<file path="config.mk">
export PLATFORM = sky130hd
export DESIGN_NAME = maf_top
export DESIGN_NICKNAME = d
export VERILOG_FILES = /design/src/hdl/maf_top.v /design/src/hdl/maf_mdio.v
export VERILOG_INCLUDE_DIRS = /design/src /design/src/hdl
export SDC_FILE = /design/constraint.sdc
export NUM_CORES = 1
export LEC_CHECK = 0
export ABC_CLOCK_PERIOD_IN_PS = 3450
export BUFFER_PORTS_ARGS = -buffer_cell sky130_fd_sc_hd__buf_2
export CORE_AREA = 2 2 161 163
export DETAILED_ROUTE_END_ITERATION = 6
export DIE_AREA = 0 0 163 165
export GPL_TIMING_DRIVEN = 1
export PLACE_DENSITY_LB_ADDON = 0.05
export SYNTH_ARGS = -nofsm -noshare
export SYNTH_HDL_FRONTEND = slang
export SYNTH_SLANG_ARGS = --single-unit
export TNS_END_PERCENT = 20
</file>
<file path="constraint.sdc">
create_clock -name core_clk -period 3.45 [get_ports core_clk]
set_clock_uncertainty 0.15 [all_clocks]
set_input_delay 0.345 -clock core_clk [delete_from_list [all_inputs] [get_ports core_clk]]
set_output_delay 0.345 -clock core_clk [all_outputs]
set_load 0.02 [all_outputs]
</file>
<file path="src/hdl/maf_map.vh">
// register map, field positions, reset values and timing counts
`ifndef MAF_MAP_VH
`define MAF_MAP_VH

// register byte offsets
`define MAF_OFS_FILTER_CTRL 12'h0F8
`define MAF_OFS_STATION_HIGH 12'h104
`define MAF_OFS_STATION_LOW 12'h108
`define MAF_OFS_HASH_HIGH 12'h10C
`define MAF_OFS_HASH_LOW 12'h110
`define MAF_OFS_MGMT_CMD 12'h114
`define MAF_OFS_MGMT_WORD 12'h118

// reset values
`define MAF_RST_STATION_HIGH 16'hFFFF
`define MAF_RST_STATION_LOW 32'hFFFFFFFF
`define MAF_RST_HASH 32'h00000000
`define MAF_RST_MGMT_WORD 16'h0000
`define MAF_RST_FIELD5 5'h00

// filter control fields
`define MAF_FC_ACCEPT_ALL 0

// management command fields
`define MAF_CMD_PHY_HI 15
`define MAF_CMD_PHY_LO 11
`define MAF_CMD_IDX_HI 10
`define MAF_CMD_IDX_LO 6
`define MAF_CMD_WRITE 1
`define MAF_CMD_PENDING 0

// management frame layout, bit positions counted from frame start
`define MAF_MDIO_FRAME_BITS 64
`define MAF_MDIO_LAST_BIT 6'h3F
`define MAF_MDIO_TA_BIT 6'h2E
`define MAF_MDIO_DATA_BIT 6'h30
`define MAF_MDIO_PREAMBLE 32'hFFFFFFFF
`define MAF_MDIO_START 2'h1
`define MAF_MDIO_OP_WRITE 2'h1
`define MAF_MDIO_OP_READ 2'h2
`define MAF_MDIO_TA_WRITE 2'h2
`define MAF_MDIO_TA_READ 2'h3

// management clock: least half period in ns, core clock period in ns
`define MAF_MDC_HALF_NS 200
`define MAF_CLK_PERIOD_NS 20
`define MAF_MDC_HALF_CYC ((`MAF_MDC_HALF_NS + `MAF_CLK_PERIOD_NS - 1) / `MAF_CLK_PERIOD_NS)

`endif

</file>
<file path="src/hdl/maf_top.v">
// station address, group hash filter and phy management register block
// Behaviour
// high address register keeps bits 47:32, resets ones
// low address register keeps bits 31:0, resets ones
// first received octet matches low bits 7:0
// address registers reset only by guard reset
// six-bit index selects hash register and bit
// index zero is low bit 0
// group frame accepted when hash bit set
// accept-all-group accepts every group frame
// two writable hash registers, reset zero
// software writes phy address one always
// index field 10:6 selects phy register
// write-select chooses phy write or read
// pending bit starts cycle, device clears it
// software waits for pending clear first
// software keeps data steady during write
// read data valid once pending clears
// sixteen-bit data field, upper half zero
// cycles run as clause 22 frames
`timescale 1ns/100ps
`default_nettype none
`include "maf_map.vh"

module maf_top (
    // clock and resets
    input wire core_clk,
    input wire rst_n,
    input wire guard_rst_n,
    // apb slave
    input wire psel,
    input wire penable,
    input wire pwrite,
    input wire [11:0] paddr,
    input wire [31:0] pwdata,
    output reg [31:0] prdata,
    output reg pready,
    output reg pslverr,
    // receive address check request
    input wire rx_check,
    input wire [47:0] rx_dest_addr,
    input wire [5:0] rx_hash_index,
    // receive address check result
    output reg rx_result_valid_r,
    output reg rx_station_match_r,
    output reg rx_group_frame_r,
    output reg rx_group_accept_r,
    // phy management pins
    output wire mdc,
    output wire mdio_o,
    output wire mdio_oe,
    input wire mdio_i
);

    // station words have their own reset so
    // an ordinary reset keeps the address

    // registers reset by the ordinary reset
    reg accept_all_group_r; // filter control bit
    reg [31:0] group_hash_high_r; // upper hash half
    reg [31:0] group_hash_low_r; // lower hash half
    reg [4:0] phy_addr_r; // phy address field
    reg [4:0] phy_reg_index_r; // phy register index
    reg phy_write_select_r; // one for a phy write
    reg phy_access_pending_r; // cycle in progress
    reg [15:0] phy_mgmt_word_r; // management data
    reg mgmt_start_r; // one-cycle start to the engine

    // registers held by the guard reset
    // upper half of the high word reads zero
    reg [15:0] station_addr_high_r; // address bits 47:32
    reg [31:0] station_addr_low_r; // address bits 31:0

    // bus decode
    // address decode is combinational from paddr
    wire setup_ph; // first cycle of a transfer
    wire acc_ph; // completing access cycle
    wire wr_en; // write takes effect now
    wire [31:0] rd_nxt; // read value for the address
    wire hit_nxt; // address is mapped
    wire mgmt_done; // engine finished a frame
    wire [15:0] mgmt_rdata; // data read from the phy

    // hash lookup: msb picks half, low five bits pick the bit
    // index 0 is low bit 0, 63 high bit 31
    function hash_bit;
        input [5:0] idx;
        input [31:0] hi;
        input [31:0] lo;
        begin


            hash_bit = idx[5] ? hi[idx[4:0]] : lo[idx[4:0]];
        end
    endfunction

    // address decode used for read data and write steering
    // exact word match, no aliasing
    function is_reg;
        input [11:0] addr;
        input [11:0] ofs;
        begin
            is_reg = (addr == ofs);
        end
    endfunction

    // zero wait states: access follows setup
    // writes to unmapped offsets are dropped
    assign setup_ph = psel && !penable;
    assign acc_ph = psel && penable && pready;
    assign wr_en = acc_ph && pwrite && !pslverr;

    // mapped address check
    // any other offset answers pslverr
    assign hit_nxt = is_reg(paddr, `MAF_OFS_FILTER_CTRL) ||
        is_reg(paddr, `MAF_OFS_STATION_HIGH) ||
        is_reg(paddr, `MAF_OFS_STATION_LOW) ||
        is_reg(paddr, `MAF_OFS_HASH_HIGH) ||
        is_reg(paddr, `MAF_OFS_HASH_LOW) ||
        is_reg(paddr, `MAF_OFS_MGMT_CMD) ||
        is_reg(paddr, `MAF_OFS_MGMT_WORD);

    // read multiplexer; reserved bits read zero
    // unmapped offsets fall through to zero
    assign rd_nxt =
        is_reg(paddr, `MAF_OFS_FILTER_CTRL) ?
            {31'h00000000, accept_all_group_r} :
        is_reg(paddr, `MAF_OFS_STATION_HIGH) ?
            {16'h0000, station_addr_high_r} :
        is_reg(paddr, `MAF_OFS_STATION_LOW) ?
            station_addr_low_r :
        is_reg(paddr, `MAF_OFS_HASH_HIGH) ? group_hash_high_r :
        is_reg(paddr, `MAF_OFS_HASH_LOW) ? group_hash_low_r :
        is_reg(paddr, `MAF_OFS_MGMT_CMD) ?
            {16'h0000, phy_addr_r, phy_reg_index_r, 4'h0,
             phy_write_select_r, phy_access_pending_r} :
        is_reg(paddr, `MAF_OFS_MGMT_WORD) ?
            {16'h0000, phy_mgmt_word_r} :
        32'h00000000;

    // apb answer: ready and data registered in the setup cycle
    // prdata is zero outside a read access
    always @(posedge core_clk or negedge rst_n) begin
        if (!rst_n) begin
            // no answer pending after reset
            pready <= 1'b0;
            pslverr <= 1'b0;
            prdata <= 32'h00000000;
        end else if (setup_ph) begin
            // answer at the first access edge
            pready <= 1'b1;
            pslverr <= !hit_nxt;
            prdata <= pwrite ? 32'h00000000 : rd_nxt;
        end else begin
            // drop after the access completes
            pready <= 1'b0;
            pslverr <= 1'b0;
            prdata <= 32'h00000000;
        end
    end

    // station address, set to ones only by the guard reset
    always @(posedge core_clk or negedge guard_rst_n) begin
        if (!guard_rst_n) begin

            station_addr_high_r <= `MAF_RST_STATION_HIGH;
            station_addr_low_r <= `MAF_RST_STATION_LOW;
        end else if (wr_en) begin
            // upper half of the high word is not stored
            if (is_reg(paddr, `MAF_OFS_STATION_HIGH)) begin
                station_addr_high_r <= pwdata[15:0];
            end
            if (is_reg(paddr, `MAF_OFS_STATION_LOW)) begin
                station_addr_low_r <= pwdata;
            end
        end
    end

    // hash table and filter control
    always @(posedge core_clk or negedge rst_n) begin
        if (!rst_n) begin
            // empty table rejects group frames
            group_hash_high_r <= `MAF_RST_HASH;
            group_hash_low_r <= `MAF_RST_HASH;
            accept_all_group_r <= 1'b0;
        end else if (wr_en) begin
            // each half takes the whole word
            if (is_reg(paddr, `MAF_OFS_HASH_HIGH)) begin
                group_hash_high_r <= pwdata;
            end
            if (is_reg(paddr, `MAF_OFS_HASH_LOW)) begin
                group_hash_low_r <= pwdata;
            end
            if (is_reg(paddr, `MAF_OFS_FILTER_CTRL)) begin
                accept_all_group_r <= pwdata[`MAF_FC_ACCEPT_ALL];
            end
        end
    end

    // management command and pending flag
    always @(posedge core_clk or negedge rst_n) begin
        if (!rst_n) begin
            // no cycle pending after reset
            phy_addr_r <= `MAF_RST_FIELD5;
            phy_reg_index_r <= `MAF_RST_FIELD5;
            phy_write_select_r <= 1'b0;
            phy_access_pending_r <= 1'b0;
            mgmt_start_r <= 1'b0;
        end else begin
            mgmt_start_r <= 1'b0;
            if (phy_access_pending_r) begin
                // writes while pending are ignored; done clears the flag
                // set and clear never meet in a cycle
                if (mgmt_done) begin
                    phy_access_pending_r <= 1'b0;
                end
            end else if (wr_en && is_reg(paddr, `MAF_OFS_MGMT_CMD)) begin
                // address written as given by software
                phy_addr_r <= pwdata[`MAF_CMD_PHY_HI:`MAF_CMD_PHY_LO];
                phy_reg_index_r <=
                    pwdata[`MAF_CMD_IDX_HI:`MAF_CMD_IDX_LO];
                phy_write_select_r <= pwdata[`MAF_CMD_WRITE];
                // setting the pending bit launches a cycle
                // no second start while the flag is up
                if (pwdata[`MAF_CMD_PENDING]) begin
                    phy_access_pending_r <= 1'b1;
                    mgmt_start_r <= 1'b1;
                end
            end
        end
    end

    // management data word: software writes or phy read result
    // bus writes land only while idle
    always @(posedge core_clk or negedge rst_n) begin
        if (!rst_n) begin
            // cleared by the ordinary reset
            phy_mgmt_word_r <= `MAF_RST_MGMT_WORD;
        end else if (phy_access_pending_r) begin
            // result lands in the same edge the flag clears
            // a phy write leaves the word alone
            if (mgmt_done && !phy_write_select_r) begin
                phy_mgmt_word_r <= mgmt_rdata;
            end
        end else if (wr_en && is_reg(paddr, `MAF_OFS_MGMT_WORD)) begin
            // writes only accepted while idle
            phy_mgmt_word_r <= pwdata[15:0];
        end
    end

    // receive destination check, one result cycle per request
    // hash index comes from the receive path
    // results return to zero after a cycle
    always @(posedge core_clk or negedge rst_n) begin
        if (!rst_n) begin
            // no result pending after reset
            rx_result_valid_r <= 1'b0;
            rx_station_match_r <= 1'b0;
            rx_group_frame_r <= 1'b0;
            rx_group_accept_r <= 1'b0;
        end else begin
            rx_result_valid_r <= rx_check;
            if (rx_check) begin
                // all six octets compared at once
                // octet one sits in dest bits 7:0
                rx_station_match_r <=
                    (rx_dest_addr[31:0] == station_addr_low_r) &&
                    (rx_dest_addr[47:32] == station_addr_high_r);
                // group bit is the lsb of the first octet
                rx_group_frame_r <= rx_dest_addr[0];
                rx_group_accept_r <= rx_dest_addr[0] &&
                    (accept_all_group_r ||
                     hash_bit(rx_hash_index, group_hash_high_r,
                              group_hash_low_r));
            end else begin
                rx_station_match_r <= 1'b0;
                rx_group_frame_r <= 1'b0;
                rx_group_accept_r <= 1'b0;
            end
        end
    end

    // frame engine; its pin outputs are flip-flops
    // it copies fields at start, so a later
    // bus write cannot disturb a frame
    maf_mdio u_mdio (
        .core_clk(core_clk),
        .rst_n(rst_n),
        .start(mgmt_start_r),
        .wr_sel(phy_write_select_r),
        .phy_addr(phy_addr_r),
        .reg_idx(phy_reg_index_r),
        .wdata(phy_mgmt_word_r), // held steady
        .done_r(mgmt_done),
        .rdata_r(mgmt_rdata),
        .mdc_r(mdc),
        .mdio_o_r(mdio_o),
        .mdio_oe_r(mdio_oe),
        .mdio_i(mdio_i)
    );

endmodule // maf_top

`default_nettype wire

</file>
<file path="src/hdl/maf_mdio.v">
// serial management frame engine toward the internal phy
`timescale 1ns/100ps
`default_nettype none
`include "maf_map.vh"

module maf_mdio (
    // clock and reset
    input wire core_clk,
    input wire rst_n,
    // command from the register file
    input wire start,
    input wire wr_sel,
    input wire [4:0] phy_addr,
    input wire [4:0] reg_idx,
    input wire [15:0] wdata,
    // completion
    output reg done_r,
    output reg [15:0] rdata_r,
    // management pins
    output reg mdc_r,
    output reg mdio_o_r,
    output reg mdio_oe_r,
    input wire mdio_i
);

    localparam ST_IDLE = 1'b0;
    localparam ST_RUN = 1'b1;
    localparam integer HALF_CYC = `MAF_MDC_HALF_CYC; // cycles a half
    localparam [7:0] HALF_M1 = HALF_CYC[7:0] - 8'h01; // divider end

    reg state_r; // engine state
    reg wr_r; // write cycle in progress
    reg [7:0] div_r; // half period divider
    reg [5:0] bit_r; // index of bit on the wire
    reg [63:0] sh_r; // outgoing frame, msb first

    // frame sequencer: drive on falling mdc, sample on rising mdc
    always @(posedge core_clk or negedge rst_n) begin
        if (!rst_n) begin
            state_r <= ST_IDLE;
            wr_r <= 1'b0;
            div_r <= 8'h00;
            bit_r <= 6'h00;
            sh_r <= 64'h0000000000000000;
            done_r <= 1'b0;
            rdata_r <= 16'h0000;
            mdc_r <= 1'b0;
            mdio_o_r <= 1'b0;
            mdio_oe_r <= 1'b0;
        end else begin
            done_r <= 1'b0;
            case (state_r)
                ST_IDLE: begin
                    // build a clause 22 style frame
                    if (start) begin
                        state_r <= ST_RUN;
                        wr_r <= wr_sel;
                        div_r <= 8'h00;
                        bit_r <= 6'h00;
                        sh_r <= {`MAF_MDIO_PREAMBLE, `MAF_MDIO_START,
                            wr_sel ? `MAF_MDIO_OP_WRITE : `MAF_MDIO_OP_READ,
                            phy_addr, reg_idx,
                            wr_sel ? `MAF_MDIO_TA_WRITE : `MAF_MDIO_TA_READ,
                            wdata};
                        mdc_r <= 1'b0;
                        mdio_o_r <= 1'b1;
                        mdio_oe_r <= 1'b1;
                    end
                end
                ST_RUN: begin
                    if (div_r == HALF_M1) begin
                        div_r <= 8'h00;
                        mdc_r <= ~mdc_r;
                        if (!mdc_r) begin
                            // rising edge: capture read data bits
                            if (!wr_r && bit_r >= `MAF_MDIO_DATA_BIT) begin
                                rdata_r <= {rdata_r[14:0], mdio_i};
                            end
                        end else if (bit_r == `MAF_MDIO_LAST_BIT) begin
                            // falling edge after last bit ends the frame
                            state_r <= ST_IDLE;
                            done_r <= 1'b1;
                            mdio_oe_r <= 1'b0;
                            mdio_o_r <= 1'b0;
                        end else begin
                            // falling edge: present next bit
                            bit_r <= bit_r + 6'h01;
                            sh_r <= {sh_r[62:0], 1'b0};
                            mdio_o_r <= sh_r[62];
                            mdio_oe_r <= wr_r ||
                                (bit_r + 6'h01 < `MAF_MDIO_TA_BIT);
                        end
                    end else begin
                        div_r <= div_r + 8'h01;
                    end
                end
                default: begin
                    state_r <= ST_IDLE;
                end
            endcase
        end
    end

endmodule // maf_mdio

`default_nettype wire

</file>
==> results.sh, run 1 <==
export IMPL_pre_cts_slack_ns=0.690
export IMPL_ctsResizeCount=0
export IMPL_area_growth_pct=18.3
export IMPL_antenna_left=0
export IMPL_fin_util_pct=62.3
export IMPL_synthMuxAreaShare_pct=18.5
export IMPL_async_reset_ff_share_pct=100
export IMPL_drt_vias_per_instance=5.81
export IMPL_grt_pass1_wl_um=54100
export IMPL_yosysMostFrequentCell="dfrtp_1"
export IMPL_ys_warn_count=0
export IMPL_netlist_top_cells_area="dfrtp_1 (44%), mux2_2 (12%), dfstp_2 (9.6%), mux2i_1 (3.6%), mux4_2 (2.9%)"
export IMPL_track_usage_pct=26.2
export IMPL_synth_adder_area_share_pct=0.284
export IMPL_finalSetupViolations=0
export IMPL_synth_common_cells="dfrtp_1 (231), mux2_2 (137), nor2_1 (85), nand2_1 (79), o21ai_0 (63)"
export IMPL_hpwl_um=24200
export IMPL_p_per_area_nw_per_um2=440
export IMPL_setup_slack_ns=0.862
export IMPL_period_share_pct=75.0
export IMPL_slew_headroom_pct=34.5
export IMPL_cts_setup_buffers=0
export IMPL_multi_input_area_um2=5750
export IMPL_die_w_um=163
export IMPL_first_global_vias=9355
export IMPL_worstSetupPathType="reg2reg"
export IMPL_clk_pin_slew_worst_paths_ns=0.06
export IMPL_synthCells=1103
export IMPL_design_die_area_um2=26900
export IMPL_cts_tree="built"
export IMPL_fmax_mhz=386
export IMPL_grt_max_degree=86
export IMPL_start_util_pct=52.7
export IMPL_cts_buffer_depth=3
export IMPL_hold_depth=3
export IMPL_setup_tns_final_ns=0
export IMPL_avgSynthCellArea_um2=12.0
export IMPL_vias=9448
export IMPL_die_y_um=165
export IMPL_core_um2=25000
export IMPL_clock_latency_ns=0.56
export IMPL_synth_area_leader_cell="dfrtp_1"
export IMPL_end_kind="register"
export IMPL_antenna_cells=0
export IMPL_nFillCells=2095
export IMPL_synth_simple_area_share_pct=11.0
export IMPL_synth_net_count=1212
export IMPL_timing_final_hold_violations=0
export IMPL_io_buffer_count=146
export IMPL_synth_compound_area_share_pct=10.2
export IMPL_rsz0062_at_grt="no"
export IMPL_peakVddDrop_v=0.000415
export IMPL_layout_drive_gt1_share_pct=34.5
export IMPL_drv_slew=0
export IMPL_wl_per_cell_um=21.3
export IMPL_path_cells="ha_1, nand2_1, or3_1, a31oi_4, buf_4, nor3b_1, a21oi_1"
export IMPL_synth_top_area_share_pct=43.8
export IMPL_drv_cap=0
export IMPL_critPathSlowestCell="or3_1"
export IMPL_ctsRootBufferMaster="clkbuf_16"
export IMPL_grt_ovfl_total=0
export IMPL_hold_worst_slack_ns=0.0248
export IMPL_drc=0
export IMPL_h_tree_depth=1
export IMPL_required_ns=3.76
export IMPL_routed_wl_um=34700
export IMPL_worstPathMaxFanout=70
export IMPL_status="finished, final reports clean"
export IMPL_yosysUniqueCellTypes=69
export IMPL_cts_hold_buf=32
export IMPL_reg2reg_depth=7
export IMPL_synth_edf_count=0
export IMPL_io_pins=147
export IMPL_final_nets=1380
export IMPL_cpPeakStageDelay_ns=0.53
export IMPL_fin_crit_ns=2.59
export IMPL_yosysSeqAreaShare_pct=53.4
export IMPL_gp_congestion=0.837
export IMPL_p_leak_nw=7.17
export IMPL_min_path_type="in2reg"
export IMPL_worst_pin_slew_ns=0.982
export IMPL_rows=58
export IMPL_dr_pass1_iters=5
export IMPL_synth_flop_cell="dfrtp_1"
export IMPL_crit_path_start_kind="register"
export IMPL_ys_ff_latch=279
export IMPL_synth_top_family_by_area="multiplexers"
export IMPL_cp_arrival_ns=2.90
export IMPL_numCtsBuffers=30
export IMPL_synth_area_um2=13200
export IMPL_synth_xor_area_share_pct=3.39
export IMPL_first_iter_violations=770
export IMPL_cts_sinks=279
export IMPL_antenna_found_initial=1
export IMPL_register_area_um2=7040
critical path: cells and delay by family (launching register included):
family	cells	cell delay [ns]
AOI/OAI and AO/OA	2	0.38
adders and majority gates	1	0.28
buffers and inverters	1	0.51
DFF	1	0.46
and+or+nand+nor	3	0.71
metal layers:
layer  global-route usage (%)  part of all wire [%]
met1                     39.3                    47
met2                     40.5                    46
met3                     3.37                   4.8
met4                     6.92                   2.2
met5                        0                 0.035
path summary, 6_finish.rpt:
path                                              from                                 end  slack (ns)
setup / recovery           u_mdio.bit_r[0]$_DFFE_PN0P_         u_mdio.sh_r[47]$_DFFE_PN0P_        0.86
hold / removal                                 penable                   pslverr$_DFF_PN0_        0.02
setup reg to reg           u_mdio.bit_r[0]$_DFFE_PN0P_         u_mdio.sh_r[47]$_DFFE_PN0P_        0.86
hold reg to reg                u_mdio.done_r$_DFF_PN0_      phy_access_pending_r$_DFF_PN0_        0.30
max in group asynchronous                        rst_n     group_hash_low_r[0]$_DFFE_PN0P_        2.02
min in group asynchronous                  guard_rst_n  station_addr_low_r[11]$_DFFE_PN1P_        0.24
cells by family after synthesis:
logic type / Yosys count
flip-flops: 279
AO/OA/AOI/OAI: 199
XOR/XNOR: 51
adder cells (fa/ha/maj): 3
multiplexers: 205
buffers and inverters: 97
AND/OR/NAND/NOR: 269
placed cells by master (no fill, tap or decap), types with 4 or more instances in the layout:
master and n:
nand2b_1 6, a41oi_1 4, o221ai_1 4, a31oi_1 32, buf_4 23, mux2i_1 47
clkbuf_1 10, dfrtp_1 230, clkbuf_8 4, xor2_1 29, mux2_1 4, clkinv_2 4
nand2_1 79, clkbuf_16 31, xnor2_1 22, or2_2 4, nand3_1 12, or3_1 5
o2bb2ai_1 4, mux4_2 17, a222oi_1 16, and3_1 4, a221oi_1 15, nand4_1 10
inv_1 29, buf_2 145, nor3b_1 18, nor2_1 85, nor4_4 5, nor3_1 7
mux2_2 137, o21ai_0 63, o41ai_1 11, a21oi_1 29, dlygate4sd3_1 32, nor4_1 8
dfstp_2 48
cell type report:
cell class                      instances  share of cell area, %
Sequential cell                       279                   45.1
Multi-Input combinational cell        727                   36.8
Timing Repair Buffer                  204                   8.29
Clock buffer                           45                   5.56
Tap cell                              330                   2.65
Clock inverter                         11                  0.882
Inverter                               29                  0.697
power breakdown:
part	switching, mW	internal [mW]
clock network	1.31	1.96
logic	0.203	0.117
registers	0.00161	3.28
total	1.52	5.35
per-stage QoR:
step           std cells  power, mW  instance area [um^2]
3_5_place_dp        1537       3.63                 14300
3_3_place_gp        1537       3.63                 14300
6_report            1625       6.87                 15600
2_1_floorplan       1103       3.43                 13200
5_1_grt             1625       7.09                 15600
4_1_cts             1625       6.93                 15600
state kept, by name, summed over array words and instances (netlist names), 5 cells and up:
register	count
u_mdio.sh_r	63
group_hash_high_r	32
group_hash_low_r	32
prdata	32
station_addr_low_r	32
phy_mgmt_word_r	16
station_addr_high_r	16
u_mdio.rdata_r	16
u_mdio.div_r	8
u_mdio.bit_r	6
phy_addr_r	5
phy_reg_index_r	5
Note: power is estimated with default switching activity, not from simulation.
==> inputs of run 2 (changes only) <==
--- a/config.mk
+++ b/config.mk
@@ -6,7 +6,7 @@
 export SDC_FILE = /design/constraint.sdc
 export NUM_CORES = 1
 export LEC_CHECK = 0
-export ABC_CLOCK_PERIOD_IN_PS = 3450
+export ABC_CLOCK_PERIOD_IN_PS = 2700
 export BUFFER_PORTS_ARGS = -buffer_cell sky130_fd_sc_hd__buf_2
 export CORE_AREA = 2 2 161 163
 export DETAILED_ROUTE_END_ITERATION = 6
==> constraint.sdc (replaced) <==
create_clock -name core_clk -period 2.7 [get_ports core_clk]
set_clock_uncertainty 0.15 [all_clocks]
set_input_delay 0.27 -clock core_clk [delete_from_list [all_inputs] [get_ports core_clk]]
set_output_delay 0.27 -clock core_clk [all_outputs]
set_load 0.02 [all_outputs]
==> results.sh, run 2 (synthesis results as in run 1) <==
export IMPL_worstSetupPathType="reg2reg"
export IMPL_rows=58
export IMPL_crit_path_start_kind="register"
export IMPL_path_cells="xnor2_1, nand4_1, nor4_2, nand4_1, nor4_1, dlygate4sd3_1"
export IMPL_die_y_um=165
export IMPL_path_buf_inv=1
export IMPL_hpwl_um=24700
export IMPL_start_util_pct=52.7
export IMPL_crit_family="simple AND/OR/NAND/NOR gates"
export IMPL_slew_headroom_pct=47.7
export IMPL_first_iter_violations=782
export IMPL_setup_tns_final_ns=0
export IMPL_timing_final_hold_violations=0
export IMPL_cts_setup_buffers=0
export IMPL_p_per_area_nw_per_um2=558
export IMPL_rsz0062_at_grt="no"
export IMPL_dr_wl_met3_um=1620
export IMPL_antenna_cells=0
export IMPL_layout_commonest_cell="dfrtp_1"
export IMPL_core_um2=25000
export IMPL_critPathSlowestCell="dfstp_2"
export IMPL_dr_pass1_iters=5
export IMPL_met2_length_um=16200
export IMPL_wl_met1_um=16200
export IMPL_layout_drive_gt1_share_pct=35.8
export IMPL_drv_slew=0
export IMPL_hold_worst_slack_ns=0.0542
export IMPL_status="finished, final reports clean"
export IMPL_final_nets=1412
export IMPL_gp_congestion=0.833
export IMPL_numCtsBuffers=30
export IMPL_routed_wl_um=35000
export IMPL_cts_buffer_depth=3
export IMPL_end_kind="register"
export IMPL_io_buffer_count=146
export IMPL_fin_crit_ns=2.53
export IMPL_ctsRootBufferMaster="clkbuf_16"
export IMPL_placed_area_um2=14500
export IMPL_drv_cap=0
export IMPL_h_tree_depth=1
export IMPL_first_global_vias=9338
export IMPL_final_cell_mix="dfrtp_1 (230), buf_2 (145), mux2_2 (137)"
export IMPL_die_w_um=163
export IMPL_vias=9553
export IMPL_finalSetupViolations=0
export IMPL_grt_pass1_wl_um=54300
export IMPL_wl_per_cell_um=21.1
export IMPL_cts_sinks=279
export IMPL_design_die_area_um2=26900
export IMPL_largest_register="u_mdio.sh_r"
export IMPL_io_pins=147
export IMPL_worst_pin_slew_ns=0.785
export IMPL_largest_register_ffs=63
export IMPL_cp_arrival_ns=2.87
export IMPL_drt_vias_per_instance=5.77
export IMPL_worstPathMaxFanout=3
export IMPL_power_total_mw=8.96
export IMPL_min_path_type="in2reg"
export IMPL_required_ns=3.04
export IMPL_postLayoutCellArea_um2=16000
export IMPL_clk_pin_slew_worst_paths_ns=0.06
export IMPL_antenna_left=0
export IMPL_grt_ovfl_total=0
export IMPL_top_layer="met4"
export IMPL_grt_max_degree=68
export IMPL_clock_latency_ns=0.56
export IMPL_period_share_pct=93.6
export IMPL_fmax_mhz=396
export IMPL_drc=0
export IMPL_track_usage_pct=26.4
export IMPL_p_leak_nw=7.40
export IMPL_crit_top_cell="nand4_1"
export IMPL_peakVddDrop_v=0.000842
export IMPL_cts_tree="built"
export IMPL_cpPeakStageDelay_ns=0.59
export IMPL_area_growth_pct=21.6
export IMPL_antenna_found_initial=0
## run 2: changes by cell type in the layout (fill, tap and decap cells not counted), moves of 5 or more
cell           change
buf_12             +8
dlygate4sd3_1     +11
buf_4             +13
clkbuf_1           -5
clkbuf_8           +7
## run 2: area by class of cell
cell class / instances / area [um^2]
sequential: 279 / 7040
timing repair buffer: 236 / 1660
clock inverter: 9 / 123
inverter: 29 / 109
multi-input combinational: 727 / 5750
tap: 330 / 413
clock buffer: 47 / 946
fill: 1973 / 8990
## run 2: routing by layer
metal | track usage [%] | vias to the layer above
li1 | - | 4449
met1 | 38.7 | 4771
met2 | 41.7 | 277
met3 | 3.21 | 56
met4 | 7.60 | 0
met5 | 0 | -
## run 2: through the flow
stage                     utilization (%)  instances  setup WS, ns
final                                64.1       1657         0.173
after global routing                 64.1       1657        0.0664
after CTS                            64.1       1657         0.111
after detailed placement             58.1       1558         0.266
after global placement               58.1       1558         0.285
after floorplan                         -       1103         0.296
## run 2: power by group
| group | internal [mW] | switching (mW) |
|---|---|---|
| logic | 0.167 | 0.266 |
| registers | 4.19 | 0.00190 |
| clock network | 2.68 | 1.65 |
| total | 7.03 | 1.92 |
## run 2: path summary, 6_finish.rpt
check / from / end / slack [ns] / cells past startpoint
worst min register to register: u_mdio.done_r$_DFF_PN0_ / phy_access_pending_r$_DFF_PN0_ / 0.33 / 1
max in group asynchronous: rst_n / u_mdio.rdata_r[3]$_DFFE_PN0P_ / 1.53 / 3
worst max register to register: station_addr_low_r[20]$_DFFE_PN1P_ / rx_station_match_r$_DFF_PN0_ / 0.17 / 6
worst max-delay path: station_addr_low_r[20]$_DFFE_PN1P_ / rx_station_match_r$_DFF_PN0_ / 0.17 / 6
worst min-delay path: rx_hash_index[5] / rx_group_accept_r$_DFF_PN0_ / 0.05 / 4
min in group asynchronous: rst_n / u_mdio.sh_r[61]$_DFFE_PN0P_ / 0.14 / 2
## run 2: tightest hold or removal path, delay by kind of cell
| family | cells | cell delay [ns] |
|---|---|---|
| buffers and inverters | 1 | 0.10 |
| AND/OR/NAND/NOR | 3 | 0.34 |
## run 2: what timing repair did
action | CTS | global route
endpoints found under the hold margin | 271 | 0
hold buffers | 43 | 0
gates resized for setup | 0 | 1
setup endpoints to repair | 0 | 1
==> inputs of run 3 (changes only) <==
--- a/config.mk
+++ b/config.mk
@@ -8,9 +8,12 @@
 export LEC_CHECK = 0
 export ABC_CLOCK_PERIOD_IN_PS = 2700
 export BUFFER_PORTS_ARGS = -buffer_cell sky130_fd_sc_hd__buf_2
-export CORE_AREA = 2 2 161 163
+export CELL_PAD_IN_SITES_DETAIL_PLACEMENT = 1
+export CELL_PAD_IN_SITES_GLOBAL_PLACEMENT = 1
+export CORE_AREA = 2 2 169 171
+export CTS_CLUSTER_DIAMETER = 100
 export DETAILED_ROUTE_END_ITERATION = 6
-export DIE_AREA = 0 0 163 165
+export DIE_AREA = 0 0 171 173
 export GPL_TIMING_DRIVEN = 1
 export PLACE_DENSITY_LB_ADDON = 0.05
 export SYNTH_ARGS = -nofsm -noshare
==> results.sh, run 3 (synthesis results as in run 1) <==
export IMPL_p_leak_nw=7.38
export IMPL_core_um2=27600
export IMPL_internal_power_mw=6.87
export IMPL_end_kind="register"
export IMPL_track_usage_pct=26.8
export IMPL_period_share_pct=98.9
export IMPL_reg2reg_depth=5
export IMPL_worst_pin_slew_ns=0.673
export IMPL_comb_power_share_pct=5.0
export IMPL_seqPwrFrac_pct=47.4
export IMPL_grt_ovfl_total=0
export IMPL_p_switching_mw=1.98
export IMPL_fin_crit_ns=2.67
export IMPL_nFillCells=2911
export IMPL_antenna_left=0
export IMPL_grt_pass1_wl_um=61400
export IMPL_r2r_slack_ns=0.03
export IMPL_cp_arrival_ns=3.01
export IMPL_die_w_um=171
export IMPL_crit_path_start="station_addr_high_r[12]$_DFFE_PN1P_"
export IMPL_switching_share_pct=22.4
export IMPL_area_growth_pct=21.7
export IMPL_finalSetupViolations=0
export IMPL_dr_pass1_iters=5
export IMPL_drv_slew=0
export IMPL_grt_max_degree=61
export IMPL_peakVddDrop_v=0.000373
export IMPL_io_buffer_count=146
export IMPL_start_util_pct=47.8
export IMPL_cts_setup_buffers=0
export IMPL_cpPeakStageDelay_ns=0.62
export IMPL_status="finished, final reports clean"
export IMPL_r2r_end="rx_station_match_r$_DFF_PN0_"
export IMPL_design_die_area_um2=29600
export IMPL_fin_util_pct=58.1
export IMPL_cts_buffer_depth=3
export IMPL_largest_register="u_mdio.sh_r"
export IMPL_rows=61
export IMPL_hpwl_um=27200
export IMPL_gp_congestion=0.820
export IMPL_wl_per_cell_um=22.8
export IMPL_layout_commonest_cell="dfrtp_1"
export IMPL_cts_tree="built"
export IMPL_critPathSlowestCell="dlygate4sd3_1"
export IMPL_drt_vias_per_instance=5.75
export IMPL_p_per_area_nw_per_um2=551
export IMPL_min_path_type="in2async"
export IMPL_fmax_mhz=374
export IMPL_worstPathMaxFanout=3
export IMPL_crit_path_start_kind="register"
export IMPL_required_ns=3.04
export IMPL_clock_latency_ns=0.55
export IMPL_antenna_found_initial=1
export IMPL_numCtsBuffers=30
export IMPL_drv_cap=0
export IMPL_final_nets=1411
export IMPL_first_iter_violations=650
export IMPL_h_tree_depth=1
export IMPL_setup_slack_ns=0.0292
export IMPL_io_pins=147
export IMPL_vias=9793
export IMPL_first_global_vias=10300
export IMPL_drc=0
export IMPL_path_cells="xnor2_1, nand4_1, dlygate4sd3_1, nor4_2, dlygate4sd3_1"
export IMPL_timing_final_hold_violations=0
export IMPL_clkPwrFrac_pct=47.6
export IMPL_worstSetupPathType="reg2reg"
export IMPL_routed_wl_um=38900
export IMPL_crit_top_cell="dlygate4sd3_1"
export IMPL_slew_headroom_pct=54.9
export IMPL_hold_worst_slack_ns=0.0418
export IMPL_ctsRootBufferMaster="clkbuf_16"
export IMPL_die_y_um=173
export IMPL_cts_sinks=279
export IMPL_pre_cts_slack_ns=0.0907
export IMPL_layout_drive_gt1_share_pct=36.0
export IMPL_largest_register_ffs=63
export IMPL_reg2reg_from="station_addr_high_r[12]$_DFFE_PN1P_"
export IMPL_setup_tns_final_ns=0
export IMPL_final_cell_mix="dfrtp_1 (230), buf_2 (145), mux2_2 (137)"
export IMPL_clk_pin_slew_worst_paths_ns=0.06
export IMPL_antenna_cells=0
==> run 3: changes by cell type in the layout (fill, tap and decap cells not counted), sizes merged <==
cell,before,now
bufinv,3,2
clkbuf,47,43
clkinv,5,10
clkinvlp,1,0
dlygate4sd3,43,42
==> run 3: how the worst max path moves through the flow <==
stage / endpoint / slack (ns) / cells after the start
2_1_floorplan: u_mdio.rdata_r[10]$_DFFE_PN0P_ / 0.30 / 7
3_3_place_gp: prdata[0]$_DFF_PN0_ / 0.09 / 6
3_5_place_dp: prdata[0]$_DFF_PN0_ / 0.09 / 6
4_1_cts: u_mdio.bit_r[3]$_DFFE_PN0P_ / 0.13 / 6
5_1_grt: rx_station_match_r$_DFF_PN0_ / -0.002 / 6
6_report: rx_station_match_r$_DFF_PN0_ / 0.03 / 5
==> run 3: what timing repair did <==
item	in CTS	in global routing
hold buffers	42	0
endpoints found under the hold margin	349	0
gates resized for setup	0	2
endpoints found under the setup margin	0	4
==> run 3: power by group through the flow <==
| stage | Clock [mW] | Combinational (mW) | Sequential (mW) |
|---|---|---|---|
| 2_1_floorplan | 0 | 0.108 | 4.27 |
| 3_3_place_gp | 0 | 0.398 | 4.26 |
| 3_5_place_dp | 0 | 0.402 | 4.26 |
| 4_1_cts | 4.30 | 0.450 | 4.19 |
| 5_1_grt | 4.46 | 0.486 | 4.19 |
| 6_report | 4.21 | 0.445 | 4.19 |
==> run 3: cell type report <==
type / instances / area, um^2 / area share [%]
clock buffer: 43 / 911 / 5.67
sequential: 279 / 7040 / 43.9
multi-input combinational: 727 / 5760 / 35.9
inverter: 29 / 109 / 0.678
timing repair buffer: 235 / 1650 / 10.3
tap: 378 / 473 / 2.94
clock inverter: 12 / 110 / 0.686
==> run 3: layer usage <==
metal | vias to the layer above | wire [um] | GRT usage [%]
met5 | - | 16 | 0
met4 | 2 | 716 | 5.01
met2 | 221 | 19000 | 44.2
li1 | 4425 | - | -
met3 | 45 | 1530 | 3.43
met1 | 5100 | 17600 | 38.5
==> run 3: critical path, delay by kind of cell (launching register included) <==
family | cells | cell delay (ns)
buf+inv | 2 | 1.20
xor+xnor | 1 | 0.25
flops | 1 | 0.57
simple gates | 2 | 0.44
==> run 3: per-stage QoR <==
stage	cell area [um^2]	instances	total power [mW]
after floorplan	13200	1103	4.38
after global placement	14600	1606	4.66
after detailed placement	14600	1606	4.67
after CTS	16000	1703	8.94
after global routing	16100	1703	9.14
final	16100	1703	8.85
